### src/lids_pkg.sv
// Purpose: shared constants for the line interface drive and scan block
// Assumes: 8-bit processor register port, byte offsets as printed
// Notes: drive register bit 6 is unused and reads zero
package lids_pkg;

  localparam int unsigned DATA_W = 8;
  localparam int unsigned ADDR_W = 8;

  localparam logic [7:0] DRIVE_OFFSET = 8'h80;
  localparam logic [7:0] SCAN_OFFSET = 8'h81;

  // drive register field positions
  localparam int unsigned NEAR_LOOP_BIT = 0;
  localparam int unsigned FAR_LOOP_BIT = 1;
  localparam int unsigned TX_SHAPING_BIT = 2;
  localparam int unsigned ENCODER_DIS_BIT = 3;
  localparam int unsigned TX_ALL_ONES_BIT = 4;
  localparam int unsigned RX_EQUALIZER_BIT = 5;
  localparam int unsigned INT_REMOTE_LOOP_BIT = 7;

  localparam logic [7:0] DRIVE_RESET = 8'h08;
  localparam logic [7:0] DRIVE_WRITE_MASK = 8'hBF;

  // scan register field positions
  localparam int unsigned RX_SIGNAL_LOST_BIT = 0;
  localparam int unsigned RX_LOCK_LOST_BIT = 1;
  localparam int unsigned DRIVER_MONITOR_BIT = 2;
  localparam int unsigned SCAN_W = 3;
  localparam logic [2:0] SCAN_RESET = 3'h3;

  localparam logic [7:0] UNMAPPED_READ = 8'h00;

endpackage : lids_pkg

### src/lids_sync.sv
// Purpose: two-stage synchroniser for the monitor input pins
// Assumes: inputs are quasi-static levels from the companion chip
// Notes: first stage feeds only the second stage
module lids_sync #(
  parameter int unsigned WIDTH = 3,
  parameter logic [WIDTH-1:0] RESET_VAL = '0
) (
  input wire logic clock_i,
  input wire logic reset_n_i,
  input wire logic [WIDTH-1:0] async_i,
  output logic [WIDTH-1:0] sync_o
);

  genvar gi;
  generate
    for (gi = 0; gi < WIDTH; gi++) begin : g_bit
      logic meta_reg;
      logic stable_reg;
      always_ff @(posedge clock_i or negedge reset_n_i) begin
        if (!reset_n_i) begin
          meta_reg <= RESET_VAL[gi];
          stable_reg <= RESET_VAL[gi];
        end else begin
          meta_reg <= async_i[gi];
          stable_reg <= meta_reg;
        end
      end
      assign sync_o[gi] = stable_reg;
    end
  endgenerate

endmodule : lids_sync

### src/lids_top.sv
// Purpose: drive pins and monitor scan for a companion line interface unit
// Assumes: single 25 MHz clock, 8-bit register port with one-cycle read latency
// Notes: drive pins come straight from the stored register bits
module lids_top (
  input wire logic clock_i,
  input wire logic reset_n_i,
  input wire logic [7:0] reg_addr_i,
  input wire logic reg_wr_i,
  input wire logic reg_rd_i,
  input wire logic [7:0] reg_wdata_i,
  output logic [7:0] reg_rdata_o,
  output logic reg_ack_o,
  output logic tx_shaping_select_o,
  output logic far_loop_select_o,
  output logic near_loop_select_o,
  output logic encoder_disable_o,
  output logic tx_all_ones_select_o,
  output logic rx_equalizer_select_o,
  output logic internal_remote_loop_o,
  input wire logic driver_activity_monitor_i,
  input wire logic rx_lock_lost_i,
  input wire logic rx_signal_lost_i,
  output logic loss_of_signal_o,
  output logic los_change_o
);

  logic [7:0] drive_reg;
  logic [7:0] drive_next;
  logic [lids_pkg::SCAN_W-1:0] scan_raw;
  logic [lids_pkg::SCAN_W-1:0] scan_sync;
  logic los_prev_reg;
  logic los_change_reg;
  logic [7:0] rdata_reg;
  logic ack_reg;
  logic drive_wr;
  logic drive_hit;
  logic scan_hit;
  logic [7:0] read_value;

  assign drive_hit = (reg_addr_i == lids_pkg::DRIVE_OFFSET);
  assign scan_hit = (reg_addr_i == lids_pkg::SCAN_OFFSET);
  // scan hit never takes a write
  assign drive_wr = reg_wr_i && drive_hit;

  // unused bit 6 stays zero whatever is written
  always_comb begin
    drive_next = drive_reg;
    if (drive_wr) begin
      drive_next = reg_wdata_i & lids_pkg::DRIVE_WRITE_MASK;
    end
  end

  always_ff @(posedge clock_i or negedge reset_n_i) begin
    if (!reset_n_i) begin
      drive_reg <= lids_pkg::DRIVE_RESET;
    end else begin
      drive_reg <= drive_next;
    end
  end

  // pins are the register bits themselves, so they switch on the write edge
  // and act as plain outputs when no line interface unit is fitted
  assign tx_shaping_select_o = drive_reg[lids_pkg::TX_SHAPING_BIT];
  assign far_loop_select_o = drive_reg[lids_pkg::FAR_LOOP_BIT];
  assign near_loop_select_o = drive_reg[lids_pkg::NEAR_LOOP_BIT];
  assign encoder_disable_o = drive_reg[lids_pkg::ENCODER_DIS_BIT];
  assign tx_all_ones_select_o = drive_reg[lids_pkg::TX_ALL_ONES_BIT];
  assign rx_equalizer_select_o = drive_reg[lids_pkg::RX_EQUALIZER_BIT];
  assign internal_remote_loop_o = drive_reg[lids_pkg::INT_REMOTE_LOOP_BIT];

  // monitor pins; partner timing of the activity flag is its own business
  assign scan_raw[lids_pkg::RX_SIGNAL_LOST_BIT] = rx_signal_lost_i;
  assign scan_raw[lids_pkg::RX_LOCK_LOST_BIT] = rx_lock_lost_i;
  assign scan_raw[lids_pkg::DRIVER_MONITOR_BIT] = driver_activity_monitor_i;

  lids_sync #(
    .WIDTH(lids_pkg::SCAN_W),
    .RESET_VAL(lids_pkg::SCAN_RESET)
  ) u_scan_sync (
    .clock_i(clock_i),
    .reset_n_i(reset_n_i),
    .async_i(scan_raw),
    .sync_o(scan_sync)
  );

  // loss declared while the synchronised level is high
  assign loss_of_signal_o = scan_sync[lids_pkg::RX_SIGNAL_LOST_BIT];

  // change event on either edge; a synchronised level, so no glitch to chase
  always_ff @(posedge clock_i or negedge reset_n_i) begin
    if (!reset_n_i) begin
      los_prev_reg <= lids_pkg::SCAN_RESET[lids_pkg::RX_SIGNAL_LOST_BIT];
      los_change_reg <= 1'b0;
    end else begin
      los_prev_reg <= scan_sync[lids_pkg::RX_SIGNAL_LOST_BIT];
      los_change_reg <= los_prev_reg ^ scan_sync[lids_pkg::RX_SIGNAL_LOST_BIT];
    end
  end
  assign los_change_o = los_change_reg;

  always_comb begin
    read_value = lids_pkg::UNMAPPED_READ;
    if (drive_hit) begin
      read_value = drive_reg;
    end else if (scan_hit) begin
      read_value = {5'h00, scan_sync};
    end
  end

  // read data registered: answer one cycle after the strobe
  always_ff @(posedge clock_i or negedge reset_n_i) begin
    if (!reset_n_i) begin
      rdata_reg <= 8'h00;
      ack_reg <= 1'b0;
    end else begin
      ack_reg <= reg_rd_i | reg_wr_i;
      if (reg_rd_i) begin
        rdata_reg <= read_value;
      end
    end
  end

  assign reg_rdata_o = rdata_reg;
  assign reg_ack_o = ack_reg;

endmodule : lids_top
### config.mk
export PLATFORM = sky130hd
export DESIGN_NAME = lids_top
export DESIGN_NICKNAME = d
export VERILOG_FILES = /design/src/lids_pkg.sv /design/src/lids_sync.sv /design/src/lids_top.sv
export SDC_FILE = /design/constraint.sdc
export NUM_CORES = 1
export LEC_CHECK = 0
export ABC_CLOCK_PERIOD_IN_PS = 2200
export BUFFER_PORTS_ARGS = -buffer_cell sky130_fd_sc_hd__buf_2
export CORE_AREA = 3 3 48 50
export DETAILED_ROUTE_END_ITERATION = 12
export DIE_AREA = 0 0 51 53
export MAX_ROUTING_LAYER = met4
export PLACE_DENSITY = 0.8
export SLEW_MARGIN = 30
export SYNTH_ARGS = -nofsm -noshare
export SYNTH_HDL_FRONTEND = slang
export SYNTH_HIERARCHICAL = 1
export SYNTH_SLANG_ARGS = --single-unit
### constraint.sdc
create_clock -name clock_i -period 2.2 [get_ports clock_i]
set_input_delay 0.33 -clock clock_i [delete_from_list [all_inputs] [get_ports clock_i]]
set_output_delay 0.33 -clock clock_i [all_outputs]
set_load 0.01 [all_outputs]
Yosys cells after proc, flatten, opt, wreduce, memory -nomap -nowiden
Cells that the tools add are included.
Widths: inputs -> output; s select.
- register bits after elaboration: 24
- bits of input ports: 23
- output and inout bits: 18
- word-level logic and storage cells: 18
- eq/ne operators: 2
- mux-type cells: 2
- bitwise gates (word level): 2
- reductions and logical operators: 1
- operators with widths (kind ; number):
    $eq 8x8->1 const B ; 2
    $mux 8 ; 1
    $mux 3 ; 1
    $logic_and 1x1->1 ; 1
    $or 1x1->1 ; 1
    $xor 1x1->1 ; 1

Logic depth before layout (Yosys ltp)
Gate-level depths: netlist of the first run.
- depth after elaboration: 3
- gate-level depth with buffers: 4
- depth with buffers taken out: 3

Hierarchy
Netlist of the first run, hierarchy kept.
- by module, submodules not included (module ; instances ; cells each ; area each (µm²) ; seq. area each (µm²)):
    lids_top ; 1 ; 59 ; 768.2 ; 427.9
    lids_sync ; 1 ; 9 ; 177.7 ; 155.1

Least setup slack after synthesis of the first run
OpenSTA, ideal clock, no wires.
- kind: in2reg
- start point: in reg_addr_i[6]
- end point: reg drive_reg[0]
- library setup time: 0.125 ns
- data arrival time: 1.173 ns
- required time: 2.075 ns
- setup slack: 0.902 ns
- cell stages on the path: 3
- path buffers: 0
- cell sequence: nor4b_4 -> nand3_4 -> mux2_4
- word-level cells in the longest chain between the ends: 2
- RTL lines (what ; line ; source):
    start, declared ; lids_top.sv:7 ; input wire logic [7:0] reg_addr_i,
    $eq 8x8->1 ; lids_top.sv:40 ; assign drive_hit = (reg_addr_i == lids_pkg::DRIVE_OFFSET);
    $logic_and 1x1->1 ; lids_top.sv:43 ; assign drive_wr = reg_wr_i && drive_hit;
    end signal, assigned ; lids_top.sv:55 ; drive_reg <= lids_pkg::DRIVE_RESET;
    end signal, assigned ; lids_top.sv:57 ; drive_reg <= drive_next;
    end, declared ; lids_top.sv:27 ; logic [7:0] drive_reg;
No other way between the ends.
A chain may end at the register's enable or synchronous reset.

Worst setup path after layout of the first run
- start point: reg u_scan_sync.g_bit[0].stable_reg
- end point: out loss_of_signal_o
- RTL lines (what ; line ; source):
    start, declared ; lids_sync.sv:18 ; logic stable_reg;
    start signal, assigned ; lids_sync.sv:22 ; stable_reg <= RESET_VAL[gi];
    start signal, assigned ; lids_sync.sv:25 ; stable_reg <= meta_reg;
    end, declared ; lids_top.sv:23 ; output logic loss_of_signal_o,
No word-level cell between the ends.

==> results of run 1 <==
-- cells in the mapped netlist --
master     n
buf_4      4
clkbuf_1   1
conb_1     1
dfrtp_1   17
dfstp_2    6
inv_1      7
mux2_2     3
mux2_4     7
nand2_1    9
nand3_4    1
nor3_1     1
nor4_4     1
nor4b_4    1
o22ai_1    7
or2_2      1
xor2_1     1
-- cell families after synthesis --
group	Yosys count	synth area share, %
buffers and inverters	12	6.35
flip-flops	23	61.6
AO/OA/AOI/OAI	7	4.63
multiplexers	10	14.7
AND/OR/NAND/NOR	14	11.4
XOR/XNOR	1	0.926
other	1	0.396
-- power by group through the flow --
stage	clock network [mW]	logic [mW]	registers [mW]
2_1_floorplan	0	0.0310	0.461
3_3_place_gp	0	0.0736	0.457
3_5_place_dp	0	0.0760	0.459
4_1_cts	0.197	0.0775	0.451
5_1_grt	0.211	0.0835	0.453
6_report	0.188	0.0757	0.451
-- metal layers --
metal	track usage [%]	up-vias	wire length, microns
met1	16.8	294	695
met5	-	-	0
met4	8.07	0	10
met2	23.0	24	862
li1	-	299	-
met3	2.54	2	114
-- how the worst min path moves through the flow --
stage                                                    to  depth (start not counted)  slack [ns]              from
detailed placement                 drive_reg[4]$_DFFE_PN0P_                          1        0.32         reset_n_i
finish              u_scan_sync/g_bit[0].meta_reg$_DFF_PN1_                          1        0.11  rx_signal_lost_i
global placement                   drive_reg[7]$_DFFE_PN0P_                          1        0.31         reset_n_i
CTS                 u_scan_sync/g_bit[0].meta_reg$_DFF_PN1_                          1        0.09  rx_signal_lost_i
global route        u_scan_sync/g_bit[0].meta_reg$_DFF_PN1_                          1        0.08  rx_signal_lost_i
floorplan                          drive_reg[0]$_DFFE_PN0P_                          0        0.03         reset_n_i
-- through the flow --
step	util (%)	worst slack [ns]	total power [mW]	hold WS (ns)	instance area (sq um)
finish	60.4	0.852	0.715	0.105	1170
floorplan	-	0.902	0.492	0.0344	946
CTS	60.4	0.833	0.725	0.0934	1170
global placement	58.5	0.718	0.531	0.307	1140
global route	60.4	0.799	0.748	0.0805	1170
detailed placement	58.5	0.690	0.535	0.323	1140
-- cell type report --
cell class                      count  share of cell area [%]
Sequential cell                    23                    49.7
Multi-Input combinational cell     33                    25.8
Timing Repair Buffer               39                    17.1
Tap cell                           27                    2.88
Clock buffer                        4                    2.24
Inverter                            7                    2.24
-- timing repair --
action,4_1_cts,5_1_grt
hold buffers,1,0
setup buffers,0,0
endpoints found under the hold margin,17,0
gates resized for setup,0,0
==> run summary, run 1 <==
RSZ-0062 raised after global routing -> false
Yosys cell types -> 16
PwrDens -> 610 mW/mm^2
die width -> 51 microns
dpl cells -> 128
vias in the first global route -> 627
Worst-path clk slew -> 0.12 ns
worst-path cell chain -> buf_2
DIE AREA -> 0.00270 sq mm
Non-Filler Instances -> 133
Die Ht -> 53 microns
RR Startpoint -> u_scan_sync/g_bit[0].stable_reg$_DFF_PN1_
fmax -> 742 MHz
Critical Path Source Type -> flop
Seq pwr share -> 63.1%
initial antenna violation count -> 0
worst reg-to-reg path cell count -> 3
Total Routed Length -> 1.68 mm
share of cells above drive strength 1 -> 57.5%
WP buf/inv -> 1
fillers -> 172
number of remaining DRC errors -> 0
Tcrit/Tclk final -> 61.3%
CTS tree -> done
WP depth -> 1
slowest stage delay, CP -> 0.58 ns
Register-to-Register Setup Slack -> 1.24 ns
Crit path arrival time -> 1.02 ns
Synth Net Count -> 91
Sink Count -> 23
Core Area -> 0.00194 sq mm
Site Rows -> 16
Worst Path Class, Setup -> reg2out
Hold Path Class -> in2reg
status -> completed
Placer Congestion -> 0.699
Leak -> 0.594 nW
final setup violation count -> 0
Peak VDD IR -> 0.447 mV
htree depth -> 1
GRT overflow -> 0
Area Overhead vs Synth -> 23.9%
Multi-input gate area -> 303 sq um
Max FO, Critical Path -> 4
WL/cell -> 12.7 microns
crit path from -> u_scan_sync/g_bit[0].stable_reg$_DFF_PN1_
PortBufs -> 38
Root Driver -> clkbuf_4
Required @ worst endpoint -> 1.87 ns
global-route wire length before repair -> 2.73 mm
Ys Warns -> 6
slowest CP cell -> dfstp_2
Setup crit end -> loss_of_signal_o
first-pass detailed-route iteration total -> 4
NetSw -> 0.163 mW
syn_area_per_cell -> 13.9 sq um
Iter 0 DRT Violations -> 8
synthesized area -> 946 sq um
Final TNS setup -> 0 ns
# IOs -> 41
reg-to-reg endpoint -> reg_rdata_o[0]$_DFFE_PN0P_
sw frac -> 22.8%
clock tree buffer depth -> 2
Slew Limit Fails -> 0
Final Critical Period -> 1.35 ns
clock power share -> 26.3%
register area share after synthesis -> 61.6%
internal power -> 0.552 mW
Initial Util -> 48.7%
Post-Synthesis Cells -> 68
Inserted Diodes -> 0
CP top delay family -> flip-flops
commonest non-fill, non-tap cells in the layout -> 38 x buf_2, 17 x dfrtp_1, 9 x nand2_1
post-synth top area cell -> dfrtp_1
register area -> 583 sq um
vias per cell -> 4.65
Yosys reg bits -> 23
max cap viols -> 0
worst clock skew -> 0.00163 ns
critical path endpoint category -> output port
Clk Latency, worst-skew pair -> 0.30 ns
total global-route track usage -> 14.2%
DP Wirelength -> 1.36 mm
CTS buffer count -> 3
post-synth top area share -> 45.0%
antenna viol nets, final -> 0
# nets final -> 130
total number of vias -> 619
largest net degree at the start of global routing -> 24
most common cell after layout, fill and taps aside -> buf_2
Area contributors post-synth -> dfrtp_1 45%, dfstp_2 17%, mux2_4 11%
Combinational Power Share -> 10.6%
Hold Vio Cnt, Final -> 0
Note: power is estimated with default switching activity, not from simulation.
==> inputs of run 2 (changes only) <==
ABC_CLOCK_PERIOD_IN_PS = 1200   (was 2200)
CORE_AREA = 3 3 53 55   (was 3 3 48 50)
DIE_AREA = 0 0 56 58   (was 0 0 51 53)
PLACE_DENSITY = 0.7   (was 0.8)
clock period = 1.2 ns   (was 2.2 ns; I/O delays follow)
==> run 2 against run 1 <==
Wire length increased by 2.3%. Utilization decreased by 9.3 points. Register-to-register slack got worse by 1.1 ns. Count of clock-buffer cells in the layout unchanged. Critical path depth unchanged. Clock power increased by 84%. Via count increased by 1.5%. Worst setup slack got worse by 0.81 ns. Power increased by 86%. Critical endpoint is now encoder_disable_o. Highest routed layer unchanged.
==> run summary, run 2 (same netlist as run 1, synthesis figures left out) <==
first-pass detailed-route iteration total -> 3
Final Critical Period -> 1.15 ns
Required @ worst endpoint -> 1.02 ns
# nets final -> 137
Area Overhead vs Synth -> 31.3%
commonest non-fill, non-tap cells in the layout -> 37 x buf_2, 17 x dfrtp_1, 9 x nand2_1
antenna viol nets, final -> 0
global-route wire length before repair -> 3.01 mm
clock tree buffer depth -> 2
WP buf/inv -> 1
htree depth -> 1
GRT overflow -> 0
total global-route track usage -> 12.5%
Worst Path Class, Setup -> reg2out
WL/cell -> 12.0 microns
die width -> 56 microns
number of remaining DRC errors -> 0
PwrDens -> 1070 mW/mm^2
Die Ht -> 58 microns
post-route cell area -> 0.00124 sq mm
Hold Vio Cnt, Final -> 0
Total Routed Length -> 1.72 mm
Leak -> 0.628 nW
fillers -> 223
initial antenna violation count -> 0
worst clock skew -> 0.00560 ns
Peak VDD IR -> 0.578 mV
slowest stage delay, CP -> 0.57 ns
fmax -> 867 MHz
most common cell after layout, fill and taps aside -> buf_2
Clk Latency, worst-skew pair -> 0.30 ns
Iter 0 DRT Violations -> 7
largest net degree at the start of global routing -> 24
DP Area -> 0.00115 sq mm
Hold Path Class -> in2reg
status -> completed
# IOs -> 41
total number of vias -> 628
PortBufs -> 38
final setup violation count -> 0
worst-path cell chain -> buf_6
Crit path arrival time -> 0.97 ns
vias per cell -> 4.39
CTS tree -> done
slowest CP cell -> dfstp_2
Root Driver -> clkbuf_4
Critical Path Source Type -> flop
CTS buffer count -> 3
vias in the first global route -> 644
Slew Limit Fails -> 0
DIE AREA -> 0.00325 sq mm
dpl cells -> 133
Inserted Diodes -> 0
Initial Util -> 38.9%
Core Area -> 0.00243 sq mm
Site Rows -> 18
DP Wirelength -> 1.32 mm
Worst-path clk slew -> 0.12 ns
Max FO, Critical Path -> 3
max cap viols -> 0
CP top delay family -> flip-flops
Placer Congestion -> 0.774
Tcrit/Tclk final -> 96.1%
Sink Count -> 23
critical path endpoint category -> output port
Non-Filler Instances -> 143
share of cells above drive strength 1 -> 57.5%
[run 2: cell types whose count changed in the layout (fill, tap and decap cells not counted), sizes merged]
| cell | previous run | this run |
|---|---|---|
| buf | 38 | 42 |
| dlygate4sd3 | 1 | 4 |
[run 2: final timing paths]
kind,from,end,slack (ns),cells after the start
setup reg to reg,u_scan_sync/g_bit[0].stable_reg$_DFF_PN1_,reg_rdata_o[0]$_DFFE_PN0P_,0.19,4
min in group asynchronous,reset_n_i,reg_rdata_o[5]$_DFFE_PN0P_,0.36,2
hold reg to reg,u_scan_sync/g_bit[1].meta_reg$_DFF_PN1_,u_scan_sync/g_bit[1].stable_reg$_DFF_PN1_,0.36,0
setup / recovery,drive_reg[3]$_DFFE_PN1P_,encoder_disable_o,0.05,1
max in group asynchronous,reset_n_i,u_scan_sync/g_bit[0].meta_reg$_DFF_PN1_,0.48,2
hold / removal,reg_wdata_i[2],drive_reg[2]$_DFFE_PN0P_,0.1,2
[run 2: through the flow]
step / hold WS [ns] / utilization, % / TNS, ns / setup slack [ns] / total power [mW]
6_report: 0.0975 / 51.1 / 0 / 0.0465 / 1.33
5_1_grt: 0.0685 / 51.1 / -0.00118 / -0.00118 / 1.41
4_1_cts: 0.0884 / 50.5 / 0 / 0.00868 / 1.35
3_5_place_dp: 0.182 / 47.5 / -0.859 / -0.132 / 0.984
3_3_place_gp: 0.170 / 47.5 / -0.846 / -0.128 / 0.979
2_1_floorplan: -0.116 / - / 0 / 0.0517 / 0.903
[run 2: what timing repair did]
action | CTS | global route
gates resized for setup | 0 | 1
hold buffers | 4 | 0
setup endpoints to repair | 1 | 1
buffers inserted | 1 | 1
hold endpoints to repair | 20 | 0
[run 2: area by class of cell]
class | count | area (sq um) | area share [%]
Clock buffer | 4 | 26.3 | 2.11
Inverter | 7 | 26.3 | 2.11
Multi-Input combinational cell | 33 | 303 | 24.4
Sequential cell | 23 | 583 | 46.9
Tap cell | 30 | 37.5 | 3.02
Timing Repair Buffer | 46 | 267 | 21.5
[run 2: routing by layer]
metal	vias to the layer above	wire length [microns]	GRT usage, %
met4	0	27	8.14
met3	2	130	2.23
met1	291	734	15.4
li1	311	-	-
met5	-	0	-
met2	24	829	18.9
[run 2: worst reg2reg max path: stages (launching register included)]
cell and delay (ns):
dfstp_2 0.55, buf_4 0.11, mux2_2 0.13, nand2_1 0.05, o22ai_1 0.10
[run 2: report_power, final]
group,internal (mW),switching (mW)
Clock,0.129,0.217
Combinational,0.0853,0.0722
Sequential,0.811,0.0138
==> inputs of run 3 (changes only) <==
PLACE_DENSITY = 0.74   (was 0.7)
==> run 3 against run 2 <==
Global-route usage up 0.10 points. Combinational power hardly changed. Wire length increased by 3.2%. Via count is 0.96% lower. First-iteration DRC count rose by 71%. Critical path type unchanged. Largest cell class unchanged. Die area unchanged. Register-to-register slack is essentially flat. Critical path depth is the same. Sequential cell count unchanged. Sequential share of layout area grew 0.24 points. Clock power decreased by 3%.
==> run summary, run 3 (same netlist as run 1, synthesis figures left out) <==
status -> completed
reg-to-reg endpoint -> reg_rdata_o[0]$_DFFE_PN0P_
Max FO, Critical Path -> 3
vias per cell -> 4.38
fmax -> 864 MHz
Total Routed Length -> 1.78 mm
Clk Latency, worst-skew pair -> 0.29 ns
Hold Vio Cnt, Final -> 0
Site Rows -> 18
largest net degree at the start of global routing -> 24
slowest stage delay, CP -> 0.58 ns
Iter 0 DRT Violations -> 12
PortBufs -> 38
slowest CP cell -> dfstp_2
Root Driver -> clkbuf_4
crit path from -> drive_reg[3]$_DFFE_PN1P_
antenna viol nets, final -> 0
critical path endpoint category -> output port
total global-route track usage -> 12.6%
worst reg-to-reg path cell count -> 4
CP top delay family -> flip-flops
global-route wire length before repair -> 3.10 mm
Peak VDD IR -> 0.509 mV
RSZ-0062 raised after global routing -> true
Hold Path Class -> in2reg
DP Wirelength -> 1.37 mm
Die Ht -> 58 microns
# nets final -> 136
WL/cell -> 12.5 microns
WP buf/inv -> 1
CTS buffer count -> 3
Crit path arrival time -> 0.98 ns
share of cells above drive strength 1 -> 58.0%
Slew Limit Fails -> 0
post-route cell area -> 0.00124 sq mm
Placer Congestion -> 0.794
Worst-path clk slew -> 0.12 ns
die width -> 56 microns
clock tree buffer depth -> 2
DP Area -> 0.00115 sq mm
Inserted Diodes -> 0
vias in the first global route -> 644
GRT overflow -> 0
WHS Path Cells -> 2
Core Area -> 0.00243 sq mm
DIE AREA -> 0.00325 sq mm
initial antenna violation count -> 0
# IOs -> 41
number of remaining DRC errors -> 0
WP depth -> 1
Leak -> 0.625 nW
Sink Count -> 23
final setup violation count -> 0
most common cell after layout, fill and taps aside -> buf_2
commonest non-fill, non-tap cells in the layout -> 37 x buf_2, 17 x dfrtp_1, 9 x nand2_1
worst-path cell chain -> buf_6
Area Overhead vs Synth -> 30.7%
WHS -> 0.103 ns
Register-to-Register Setup Slack -> 0.18 ns
htree depth -> 1
CTS tree -> done
Worst Path Class, Setup -> reg2out
RR Startpoint -> u_scan_sync/g_bit[0].stable_reg$_DFF_PN1_
Initial Util -> 38.9%
Required @ worst endpoint -> 1.02 ns
Setup crit end -> encoder_disable_o
worst clock skew -> 0.00115 ns
first-pass detailed-route iteration total -> 4
max cap viols -> 0
PwrDens -> 1070 mW/mm^2
total number of vias -> 622
Critical Path Source Type -> flop
Tcrit/Tclk final -> 96.5%
Final Critical Period -> 1.16 ns
-- run 3: cell count changes in the layout (fill, tap and decap cells not counted) --
cell / previous run / this run
buf_4: 4 / 3
clkbuf_1: 1 / 0
clkinv_2: 0 / 1
-- run 3: where the power goes --
| group | total, mW | internal, mW | switching [mW] |
|---|---|---|---|
| combinational | 0.155 | 0.0834 | 0.0713 |
| clock | 0.337 | 0.124 | 0.213 |
| sequential | 0.826 | 0.811 | 0.0143 |
| total | 1.32 | 1.02 | 0.298 |
-- run 3: cell type report --
class | instances | area, sq um
Fill cell | 221 | 1200
Inverter | 7 | 26.3
Sequential cell | 23 | 583
Timing Repair Buffer | 45 | 259
Multi-Input combinational cell | 33 | 303
Clock buffer | 3 | 22.5
Clock inverter | 1 | 5.00
Tap cell | 30 | 37.5
-- run 3: worst min path at each step --
stage,start,endpoint,slack (ns)
5_1_grt,reg_wdata_i[4],drive_reg[4]$_DFFE_PN0P_,0.08
3_5_place_dp,reset_n_i,los_change_o$_DFF_PN0_,0.17
3_3_place_gp,reset_n_i,los_change_o$_DFF_PN0_,0.17
2_1_floorplan,reset_n_i,drive_reg[0]$_DFFE_PN0P_,-0.12
4_1_cts,reg_wdata_i[3],drive_reg[3]$_DFFE_PN1P_,0.09
6_report,reg_wdata_i[3],drive_reg[3]$_DFFE_PN1P_,0.10
-- run 3: through the flow --
| step | utilization, % | cells | TNS [ns] | total power [mW] | worst slack [ns] |
|---|---|---|---|---|---|
| 4_1_cts | 50.6 | 142 | 0 | 1.34 | 0.00861 |
| 3_3_place_gp | 47.5 | 133 | -0.842 | 0.979 | -0.127 |
| 5_1_grt | 50.8 | 142 | -0.0137 | 1.39 | -0.0137 |
| 6_report | 50.8 | 142 | 0 | 1.32 | 0.0421 |
| 3_5_place_dp | 47.5 | 133 | -1.18 | 0.983 | -0.177 |
| 2_1_floorplan | - | 68 | 0 | 0.903 | 0.0517 |
-- run 3: what timing repair did --
item,in CTS,in global routing
endpoints found under the setup margin,1,1
resized for setup,0,1
buffers inserted,1,0
hold endpoints to repair,20,0
hold buffers,4,0
-- run 3: metal layers --
metal  vias to the layer above  share of wire [%]  track usage [%]
met5                         -                  0                -
met4                         0                1.5             6.10
met3                         2                6.8             2.45
met2                        25                 48             19.5
met1                       284                 43             15.9
li1                        311                  -                -
